`src/verilog/via_regs.vh`:
```
// Constants for the vectored interrupt acceptance block.
// Assumes inclusion by its bare name from the design files.
`ifndef VIA_REGS_VH
`define VIA_REGS_VH

// ****************************************************************
// Register byte offsets (AXI4-Lite word aligned)
// ****************************************************************
`define VIA_OFF_PSW 8'h00
`define VIA_OFF_REQ 8'h04
`define VIA_OFF_MASK 8'h08
`define VIA_OFF_URG 8'h0C
`define VIA_OFF_STAT 8'h10
`define VIA_OFF_VECTAB 8'h40

// ****************************************************************
// Field positions and reset values
// ****************************************************************
`define VIA_PSW_IE 7
`define VIA_PSW_ISP 1
`define VIA_PSW_RST 8'h02
`define VIA_URG_RST 8'hFF
`define VIA_TRAP_VEC_LO 16'h003E
`define VIA_TRAP_VEC_HI 16'h003F

// ****************************************************************
// Sequencer operation codes
// ****************************************************************
`define VIA_OP_NONE 4'h0
`define VIA_OP_EI 4'h1
`define VIA_OP_DI 4'h2
`define VIA_OP_TRAP 4'h3
`define VIA_OP_RETURN_FROM_VECTORED_OP 4'h4
`define VIA_OP_RETURN_FROM_SOFT_TRAP_OP 4'h5
`define VIA_OP_PUSHPSW 4'h6
`define VIA_OP_POPPSW 4'h7
`define VIA_OP_HOLD 4'h8

// ****************************************************************
// Timing, in CPU clocks at 125 MHz
// ****************************************************************
`define VIA_LAT_MIN_HI 7
`define VIA_LAT_MIN_LO 8
`define VIA_LAT_MAX_HI 32
`define VIA_LAT_MAX_LO 33

`endif

```
`src/verilog/via_vec_mem.v`:
```
// Vector table memory: one 16-bit vector per request source.
// Assumes single write port from the bus slave and registered read.
`timescale 1ns/1ps
module via_vec_mem #(
   parameter AW = 3
) (
   // Clock
   input wire clock,
   // Write port
   input wire wr_en,
   input wire [AW-1:0] wr_addr,
   input wire [15:0] wr_data,
   // Read port
   input wire [AW-1:0] rd_addr,
   output reg [15:0] rd_data
);
   reg [15:0] mem [0:(1<<AW)-1];

   always @(posedge clock) begin
      if (wr_en) begin
         mem[wr_addr] <= wr_data;
      end
      rd_data <= mem[rd_addr];
   end
endmodule

```
`src/verilog/via_ctrl.v`:
```
// Vectored interrupt acceptance logic with AXI4-Lite register access.
// Assumes the instruction sequencer reports instruction boundaries and ops.
`timescale 1ns/1ps
`include "via_regs.vh"

// Notes on behaviour
// - Reset loads status word with 02H.
// - Acceptable means request set, mask clear.
// - Vectored acceptance needs enable flag set.
// - High handler active refuses low requests.
// - Latency 7-32 or 8-33 clocks.
// - Divide may stretch latency past maximum.
// - High level first, then default order.
// - Pending requests kept until acceptable.
// - Accept pushes status, PC; updates flags, vector.
// - Vectored return restores PC then status.
// - Status word byte/bit access; enable/block ops.
// - Save pushes status; restores reload it.
// - Software trap always taken, never masked.
// - Trap stacks, clears enable, vector 003EH.
// - Trap handlers return with trap return.
// - Enabled equal-or-higher priority requests nest.
// - Refused requests wait one main instruction.
// - Nesting follows the acceptance table.
// - In-service flag 0 means high handler.
// - Urgency flag 0 high, 1 low.
// - Priority flags reset to FFH.
// - Flag-touching instructions defer next acceptance.
// - Request during trap not accepted then.
module via_ctrl #(
   parameter NSRC = 8,
   parameter IW = 3
) (
   // Clock and reset
   input wire clock,
   input wire nrst,
   // Peripheral request pulses
   input wire [NSRC-1:0] req_set,
   // Sequencer interface
   input wire instr_done,
   input wire [3:0] instr_op,
   input wire [15:0] pc_in,
   input wire [7:0] stack_psw,
   input wire stack_ack,
   input wire psw_wr,
   input wire [7:0] psw_wr_data,
   output reg take_int,
   output reg take_trap,
   output reg [IW-1:0] take_index,
   output reg save_status_op_req,
   output reg [7:0] save_status_op_data,
   output reg push_pc_req,
   output reg [15:0] push_pc_data,
   output reg pc_load,
   output reg [15:0] pc_load_addr,
   output reg [7:0] psw_out,
   // AXI4-Lite slave
   input wire [7:0] s_axi_awaddr,
   input wire s_axi_awvalid,
   output reg s_axi_awready,
   input wire [31:0] s_axi_wdata,
   input wire [3:0] s_axi_wstrb,
   input wire s_axi_wvalid,
   output reg s_axi_wready,
   output reg [1:0] s_axi_bresp,
   output reg s_axi_bvalid,
   input wire s_axi_bready,
   input wire [7:0] s_axi_araddr,
   input wire s_axi_arvalid,
   output reg s_axi_arready,
   output reg [31:0] s_axi_rdata,
   output reg [1:0] s_axi_rresp,
   output reg s_axi_rvalid,
   input wire s_axi_rready
);
   localparam ST_IDLE = 3'd0;
   localparam ST_PUSHPSW = 3'd1;
   localparam ST_PUSHPC = 3'd2;
   localparam ST_VEC = 3'd3;
   localparam ST_LOAD = 3'd4;

   reg [7:0] psw_reg;
   reg [NSRC-1:0] req_reg;
   reg [NSRC-1:0] mask_reg;
   reg [NSRC-1:0] urg_reg;
   reg [2:0] st_reg;
   reg hold_reg;
   reg trap_reg;
   reg [7:0] psw_save_reg;
   reg [15:0] pc_save_reg;
   reg [IW-1:0] idx_reg;
   reg [NSRC-1:0] acc;
   reg [NSRC-1:0] cand;
   reg found;
   reg [IW-1:0] win;
   reg win_urg;
   reg bus_hold;
   integer i;

   // ****************************************************************
   // Functions
   // ****************************************************************
   function [IW-1:0] first_set;
      input [NSRC-1:0] v;
      integer k;
      begin
         first_set = {IW{1'b0}};
         for (k = NSRC-1; k >= 0; k = k - 1) begin
            if (v[k]) begin
               first_set = k[IW-1:0];
            end
         end
      end
   endfunction

   function is_flag_reg;
      input [7:0] a;
      begin
         is_flag_reg = (a == `VIA_OFF_PSW) || (a == `VIA_OFF_REQ) ||
            (a == `VIA_OFF_MASK) || (a == `VIA_OFF_URG);
      end
   endfunction

   // ****************************************************************
   // Acceptance decision
   // ****************************************************************
   always @* begin
      acc = req_reg & ~mask_reg;
      if (!psw_reg[`VIA_PSW_ISP]) begin
         acc = acc & ~urg_reg;
      end
      cand = ((acc & ~urg_reg) != {NSRC{1'b0}}) ? (acc & ~urg_reg) : acc;
      found = (cand != {NSRC{1'b0}});
      win = first_set(cand);
      win_urg = urg_reg[win];
   end

   // ****************************************************************
   // Vector memory
   // ****************************************************************
   // Writes land at the edge where the address and data handshakes complete
   wire bus_wr = s_axi_awvalid && s_axi_wvalid && s_axi_awready;
   wire bus_take = s_axi_awvalid && s_axi_wvalid && !s_axi_awready && !s_axi_bvalid;
   wire vec_wr = bus_wr && (s_axi_awaddr[7:6] == 2'b01) && s_axi_wstrb[0];
   wire [15:0] vec_data;

   via_vec_mem #(
      .AW(IW)
   ) u_vec (
      .clock(clock),
      .wr_en(vec_wr),
      .wr_addr(s_axi_awaddr[IW+1:2]),
      .wr_data(s_axi_wdata[15:0]),
      .rd_addr(idx_reg),
      .rd_data(vec_data)
   );

   wire trap_op = instr_done && (instr_op == `VIA_OP_TRAP);
   wire dfr_op = (instr_op == `VIA_OP_EI) || (instr_op == `VIA_OP_DI) ||
      (instr_op == `VIA_OP_RETURN_FROM_VECTORED_OP) || (instr_op == `VIA_OP_RETURN_FROM_SOFT_TRAP_OP) ||
      (instr_op == `VIA_OP_PUSHPSW) || (instr_op == `VIA_OP_POPPSW) ||
      (instr_op == `VIA_OP_HOLD) || psw_wr;
   // The deferring op itself is refused; the next boundary may accept
   wire may_take = instr_done && !bus_hold && !dfr_op &&
      psw_reg[`VIA_PSW_IE] && found && (st_reg == ST_IDLE);

   // ****************************************************************
   // Acceptance sequencer and flags
   // ****************************************************************
   always @(posedge clock or negedge nrst) begin
      if (!nrst) begin
         psw_reg <= `VIA_PSW_RST;
         req_reg <= {NSRC{1'b0}};
         mask_reg <= {NSRC{1'b1}};
         urg_reg <= {NSRC{1'b1}};
         st_reg <= ST_IDLE;
         hold_reg <= 1'b0;
         trap_reg <= 1'b0;
         psw_save_reg <= 8'h00;
         pc_save_reg <= 16'h0000;
         idx_reg <= {IW{1'b0}};
         take_int <= 1'b0;
         take_trap <= 1'b0;
         take_index <= {IW{1'b0}};
         save_status_op_req <= 1'b0;
         save_status_op_data <= 8'h00;
         push_pc_req <= 1'b0;
         push_pc_data <= 16'h0000;
         pc_load <= 1'b0;
         pc_load_addr <= 16'h0000;
         psw_out <= `VIA_PSW_RST;
         bus_hold <= 1'b0;
      end else begin
         take_int <= 1'b0;
         take_trap <= 1'b0;
         pc_load <= 1'b0;
         bus_hold <= bus_hold && !instr_done;
         if (instr_done) begin
            hold_reg <= dfr_op;
         end
         if (bus_wr && is_flag_reg(s_axi_awaddr)) begin
            bus_hold <= 1'b1;
         end
         // Sequencer-driven status word changes
         if (instr_done && st_reg == ST_IDLE) begin
            case (instr_op)
               `VIA_OP_EI: psw_reg[`VIA_PSW_IE] <= 1'b1;
               `VIA_OP_DI: psw_reg[`VIA_PSW_IE] <= 1'b0;
               `VIA_OP_RETURN_FROM_VECTORED_OP, `VIA_OP_RETURN_FROM_SOFT_TRAP_OP, `VIA_OP_POPPSW: begin
                  psw_reg <= stack_psw;
               end
               `VIA_OP_PUSHPSW: begin
                  save_status_op_req <= 1'b1;
                  save_status_op_data <= psw_reg;
               end
               default: begin
               end
            endcase
         end
         if (psw_wr) begin
            psw_reg <= psw_wr_data;
         end
         if (bus_wr && s_axi_awaddr == `VIA_OFF_PSW && s_axi_wstrb[0]) begin
            psw_reg <= s_axi_wdata[7:0];
         end
         if (bus_wr && s_axi_awaddr == `VIA_OFF_MASK && s_axi_wstrb[0]) begin
            mask_reg <= s_axi_wdata[NSRC-1:0];
         end
         if (bus_wr && s_axi_awaddr == `VIA_OFF_URG && s_axi_wstrb[0]) begin
            urg_reg <= s_axi_wdata[NSRC-1:0];
         end
         // Request flags: new requests win over clears
         for (i = 0; i < NSRC; i = i + 1) begin
            if (req_set[i]) begin
               req_reg[i] <= 1'b1;
            end else if (bus_wr && s_axi_awaddr == `VIA_OFF_REQ && s_axi_wstrb[0]) begin
               req_reg[i] <= s_axi_wdata[i];
            end
         end
         case (st_reg)
            ST_IDLE: begin
               if (trap_op) begin
                  trap_reg <= 1'b1;
                  psw_save_reg <= psw_reg;
                  pc_save_reg <= pc_in;
                  psw_reg[`VIA_PSW_IE] <= 1'b0;
                  take_trap <= 1'b1;
                  save_status_op_req <= 1'b1;
                  save_status_op_data <= psw_reg;
                  st_reg <= ST_PUSHPSW;
               end else if (may_take) begin
                  trap_reg <= 1'b0;
                  idx_reg <= win;
                  take_index <= win;
                  take_int <= 1'b1;
                  req_reg[win] <= req_set[win];
                  psw_save_reg <= psw_reg;
                  pc_save_reg <= pc_in;
                  psw_reg[`VIA_PSW_IE] <= 1'b0;
                  psw_reg[`VIA_PSW_ISP] <= win_urg;
                  save_status_op_req <= 1'b1;
                  save_status_op_data <= psw_reg;
                  st_reg <= ST_PUSHPSW;
               end else if (stack_ack) begin
                  save_status_op_req <= 1'b0;
               end
            end
            ST_PUSHPSW: begin
               if (stack_ack) begin
                  save_status_op_req <= 1'b0;
                  push_pc_req <= 1'b1;
                  push_pc_data <= pc_save_reg;
                  st_reg <= ST_PUSHPC;
               end
            end
            ST_PUSHPC: begin
               if (stack_ack) begin
                  push_pc_req <= 1'b0;
                  st_reg <= ST_VEC;
               end
            end
            ST_VEC: begin
               st_reg <= ST_LOAD;
            end
            ST_LOAD: begin
               pc_load <= 1'b1;
               pc_load_addr <= trap_reg ? `VIA_TRAP_VEC_LO : vec_data;
               st_reg <= ST_IDLE;
            end
            default: begin
               st_reg <= ST_IDLE;
            end
         endcase
         psw_out <= psw_reg;
      end
   end

   // ****************************************************************
   // AXI4-Lite slave
   // ****************************************************************
   always @(posedge clock or negedge nrst) begin
      if (!nrst) begin
         s_axi_awready <= 1'b0;
         s_axi_wready <= 1'b0;
         s_axi_bvalid <= 1'b0;
         s_axi_bresp <= 2'b00;
         s_axi_arready <= 1'b0;
         s_axi_rvalid <= 1'b0;
         s_axi_rdata <= 32'h0000_0000;
         s_axi_rresp <= 2'b00;
      end else begin
         s_axi_awready <= 1'b0;
         s_axi_wready <= 1'b0;
         s_axi_arready <= 1'b0;
         if (bus_take) begin
            s_axi_awready <= 1'b1;
            s_axi_wready <= 1'b1;
         end else if (bus_wr) begin
            // Response only after both handshakes
            s_axi_bvalid <= 1'b1;
            s_axi_bresp <= (is_flag_reg(s_axi_awaddr) ||
               s_axi_awaddr[7:6] == 2'b01) ? 2'b00 : 2'b10;
         end else if (s_axi_bvalid && s_axi_bready) begin
            s_axi_bvalid <= 1'b0;
         end
         if (s_axi_arvalid && !s_axi_rvalid && !s_axi_arready) begin
            s_axi_arready <= 1'b1;
         end else if (s_axi_arvalid && s_axi_arready) begin
            // Data only after the address handshake
            s_axi_rvalid <= 1'b1;
            s_axi_rresp <= 2'b00;
            case (s_axi_araddr)
               `VIA_OFF_PSW: s_axi_rdata <= {24'h00_0000, psw_reg};
               `VIA_OFF_REQ: s_axi_rdata <= {{(32-NSRC){1'b0}}, req_reg};
               `VIA_OFF_MASK: s_axi_rdata <= {{(32-NSRC){1'b0}}, mask_reg};
               `VIA_OFF_URG: s_axi_rdata <= {{(32-NSRC){1'b0}}, urg_reg};
               `VIA_OFF_STAT: s_axi_rdata <= {24'h00_0000, trap_reg, hold_reg,
                  st_reg, idx_reg};
               default: begin
                  s_axi_rdata <= 32'h0000_0000;
                  s_axi_rresp <= 2'b10;
               end
            endcase
         end else if (s_axi_rvalid && s_axi_rready) begin
            s_axi_rvalid <= 1'b0;
         end
      end
   end
endmodule

```
`config.mk`:
```
export PLATFORM = sky130hd
export DESIGN_NAME = via_ctrl
export DESIGN_NICKNAME = d
export VERILOG_FILES = /design/src/verilog/via_vec_mem.v /design/src/verilog/via_ctrl.v
export VERILOG_INCLUDE_DIRS = /design/src /design/src/verilog
export SDC_FILE = /design/constraint.sdc
export NUM_CORES = 1
export LEC_CHECK = 0
export BUFFER_PORTS_ARGS = -buffer_cell sky130_fd_sc_hd__clkbuf_2
export CORE_ASPECT_RATIO = 0.7
export CORE_MARGIN = 4
export CORE_UTILIZATION = 38
export CTS_BUF_LIST = sky130_fd_sc_hd__clkbuf_4
export DETAILED_ROUTE_END_ITERATION = 10
export PLACE_DENSITY_LB_ADDON = 0.2
export SLEW_MARGIN = 10
export SYNTH_ARGS = -nofsm -noshare
export SYNTH_HDL_FRONTEND = slang
export SYNTH_SLANG_ARGS = --single-unit
```
`constraint.sdc`:
```
create_clock -name clock -period 3.6 [get_ports clock]
set_input_delay 0.72 -clock clock [delete_from_list [all_inputs] [get_ports clock]]
set_output_delay 0.72 -clock clock [all_outputs]
set_load 0.005 [all_outputs]
```
==> metrics.md <==
| Metric | Value |
|---|---|
| WP data arrival | 3.73 ns |
| Leakage power | 5.54 nW |
| Pint | 5.67 mW |
| Most frequent cells after synthesis | edfxtp_1 (128), dfrtp_1 (106), mux2_2 (77) |
| Initial core utilization | 38.6% |
| Met3 Use GR | 5.68% |
| Sequential share of power | 50.3% |
| Worst hold path type | primary input to asynchronous set/reset pin |
| Core Footprint | 29000 sq um |
| Largest net degree at the start of global routing | 70 |
| Hold buffer count at cts | 0 |
| Synthesis-to-layout area growth | 19.6% |
| Placer Congestion | 0.883 |
| Via count | 7004 |
| Most common cell in the netlist | edfxtp_1 |
| Detailed Place HPWL | 18300 um |
| Clock slew at reported path FFs | 0.07 ns |
| Total clock sinks | 268 |
| Ranking of synthesized cells by area | edfxtp_1 (34%), dfrtp_1 (24%), mux2_2 (7.7%) |
| Synth Area per Inst | 14.4 sq um |
| Peak Freq | 0.314 GHz |
| Tmin final | 3.18 ns |
| Post-Syn Area | 11200 sq um |
| WL final | 26800 um |
| Final Hold Viols | 0 |
| Post-placement cell count | 1303 |
| Psw | 1.97 mW |
| Setup TNS | 0 ns |
| Max_cap viols | 0 |
| RSZ-0062 raised after global routing | no |
| Vias per cell | 4.91 |
| Vias in the first global route | 7057 |
| Die extent in x | 213 um |
| RR Endpoint | save_status_op_data[0] |
| Slew Viols, Final | 0 |
| Drt drc | 0 |
| Seq cells post-synth | 268 |
| Post-Synthesis Cells | 776 |
| Total grt overflow | 0 |
| Worst stage delay on the critical path | 0.75 ns |
| Reg2Reg Launch Point | mask_reg[0] |
| Cell area after layout | 13400 sq um |
| CTS root buf | clkbuf_4 |
| Port bufs | 157 |
| Clk Latency, worst-skew pair | 0.69 ns |
| Cell taking the most area after synthesis | edfxtp_1 |
| Final non-filler cell total | 1426 |
| Final Power | 7.63 mW |
| Final net count | 1101 |
| Clock Skew | 0.0506 ns |
| Top-area cell type share of the netlist area | 34.3% |
| Crit start category | flop |
| Total CTS buffers | 68 |
| Postcts setup bufs | 0 |
| Final period utilization | 88.4% |
| CP Cell Sequence | nand2b_1, o2bb2ai_1, a311oi_1, nor3_1, a31o_2, a21o_1, mux2_2 |
| Die area | 32400 sq um |
| Max FFs per register | 128 |
| Maximum fanout along the worst path | 10 |
| Synth cell types | 64 |
| Crit end category | flop |
| Critical path class | flop to flop |
| EDFF count, synth | 128 |
| # setup viols final | 0 |
| CTS tree | done |
| Layout cell share with drive strength beyond 1 | 41.8% |
| Largest Register | u_vec.mem |
| Slowest cell on crit path | nor3_1 |
| Grt met2 use | 23.1% |
| Row cnt | 52 |
| Share of total power in combinational logic | 13.8% |
| Slew @ Worst Pin | 0.974 ns |
| Routed length per instance | 18.8 um |
| R2r setup slk | 0.42 ns |
| R2R cell count | 7 |
| Post-CTS Resized | 0 |
| Layout fillers | 2670 |
| Post-DP Area | 12500 sq um |
| Initial DRC count | 337 |
| # IOs | 203 |
| WP data required | 4.14 ns |
| Total global-route track usage | 16.7% |
| Die Y | 152 um |
| DR pass1 iterations | 4 |
| Gr busiest metal | met1 |
| Max-slew headroom | 34.9% |
| Most used DFF post-synth | edfxtp_1 |
| Post-route antenna net violation count | 0 |
| Max VDD drop | 0.290 mV |
| Status | completed |
| Clk pwr share | 35.9% |
| GR Util met1 | 24.5% |
| Worst hold margin | 0.0635 ns |
| Sw frac | 25.8% |
| H-tree depth | 3 |
| Pwr dens | 569 nW/um^2 |
| Critical Path Start | mask_reg[0] |
| FFs w/ async S/R, synth | 46.3% |
| Synth Warn # | 0 |
| CTS max path bufs | 3 |
| First-pass GRT wire length | 40800 um |
| Initial antenna violation count | 1 |
| Register area share after synthesis | 65.0% |
cells by family after synthesis:
| family | count (synthesis) | synth area share, % |
|---|---|---|
| and+or+nand+nor | 182 | 7.85 |
| DFF | 268 | 65.0 |
| buffers and inverters | 71 | 3.44 |
| AOI/OAI and AO/OA | 113 | 6.65 |
| other | 1 | 0.0334 |
| muxes | 141 | 17.0 |
critical path: cells and delay by family, from the launching register on:
| kind | cells | cell delay [ns] |
|---|---|---|
| compound gates | 4 | 1.39 |
| flops | 1 | 0.37 |
| simple gates | 2 | 0.93 |
| mux | 1 | 0.38 |
worst max-delay path by stage:
stage / to / slack, ns
after floorplan: psw_reg[1] / 0.51
after global placement: psw_reg[1] / 0.36
after detailed placement: psw_reg[1] / 0.32
after CTS: save_status_op_data[0] / 0.46
after global routing: save_status_op_data[4] / 0.25
final: save_status_op_data[0] / 0.42
area by class of cell:
class | instances | area [sq um] | area share (%)
timing repair buffer | 182 | 1020 | 7.58
antenna | 1 | 2.50 | 0.0187
clock buffer | 102 | 766 | 5.71
multi-input combinational | 462 | 3650 | 27.2
sequential | 268 | 7290 | 54.4
tap | 378 | 473 | 3.53
clock inverter | 20 | 163 | 1.21
inverter | 13 | 48.8 | 0.364
cell usage in the layout (no fill, tap or decap), drive strengths merged, types with 11 or more instances in the layout:
cell type,netlist,final
a21oi,21,21
buf,36,26
clkbuf,22,258
clkinv,0,15
conb,1,26
dfrtp,106,106
dfstp,18,18
dfxtp,16,16
edfxtp,128,128
inv,13,14
mux2,77,77
mux2i,32,32
mux4,32,32
nand2,59,59
nand2b,22,22
nor2,53,53
nor3,11,11
o21ai,44,44
per-stage QoR:
step / setup WS (ns) / utilization, %
2_1_floorplan: 0.509 / -
3_3_place_gp: 0.357 / 43.0
3_5_place_dp: 0.322 / 43.0
4_1_cts: 0.462 / 46.2
5_1_grt: 0.245 / 46.2
6_report: 0.418 / 46.2
power by group through the flow:
stage | Sequential (mW) | Clock (mW) | Combinational, mW
after global routing | 3.90 | 3.05 | 1.19
after detailed placement | 3.91 | 0 | 1.08
after floorplan | 3.83 | 0 | 0.632
after global placement | 3.90 | 0 | 1.07
final | 3.84 | 2.74 | 1.06
after CTS | 3.85 | 2.87 | 1.08
routing by layer:
metal  share of wire (%)  wire, um
met5                   0         0
met4                 2.1       573
met3                 6.9      1840
met2                  42     11300
met1                  49     13000
Note: power is estimated with default switching activity, not from simulation.
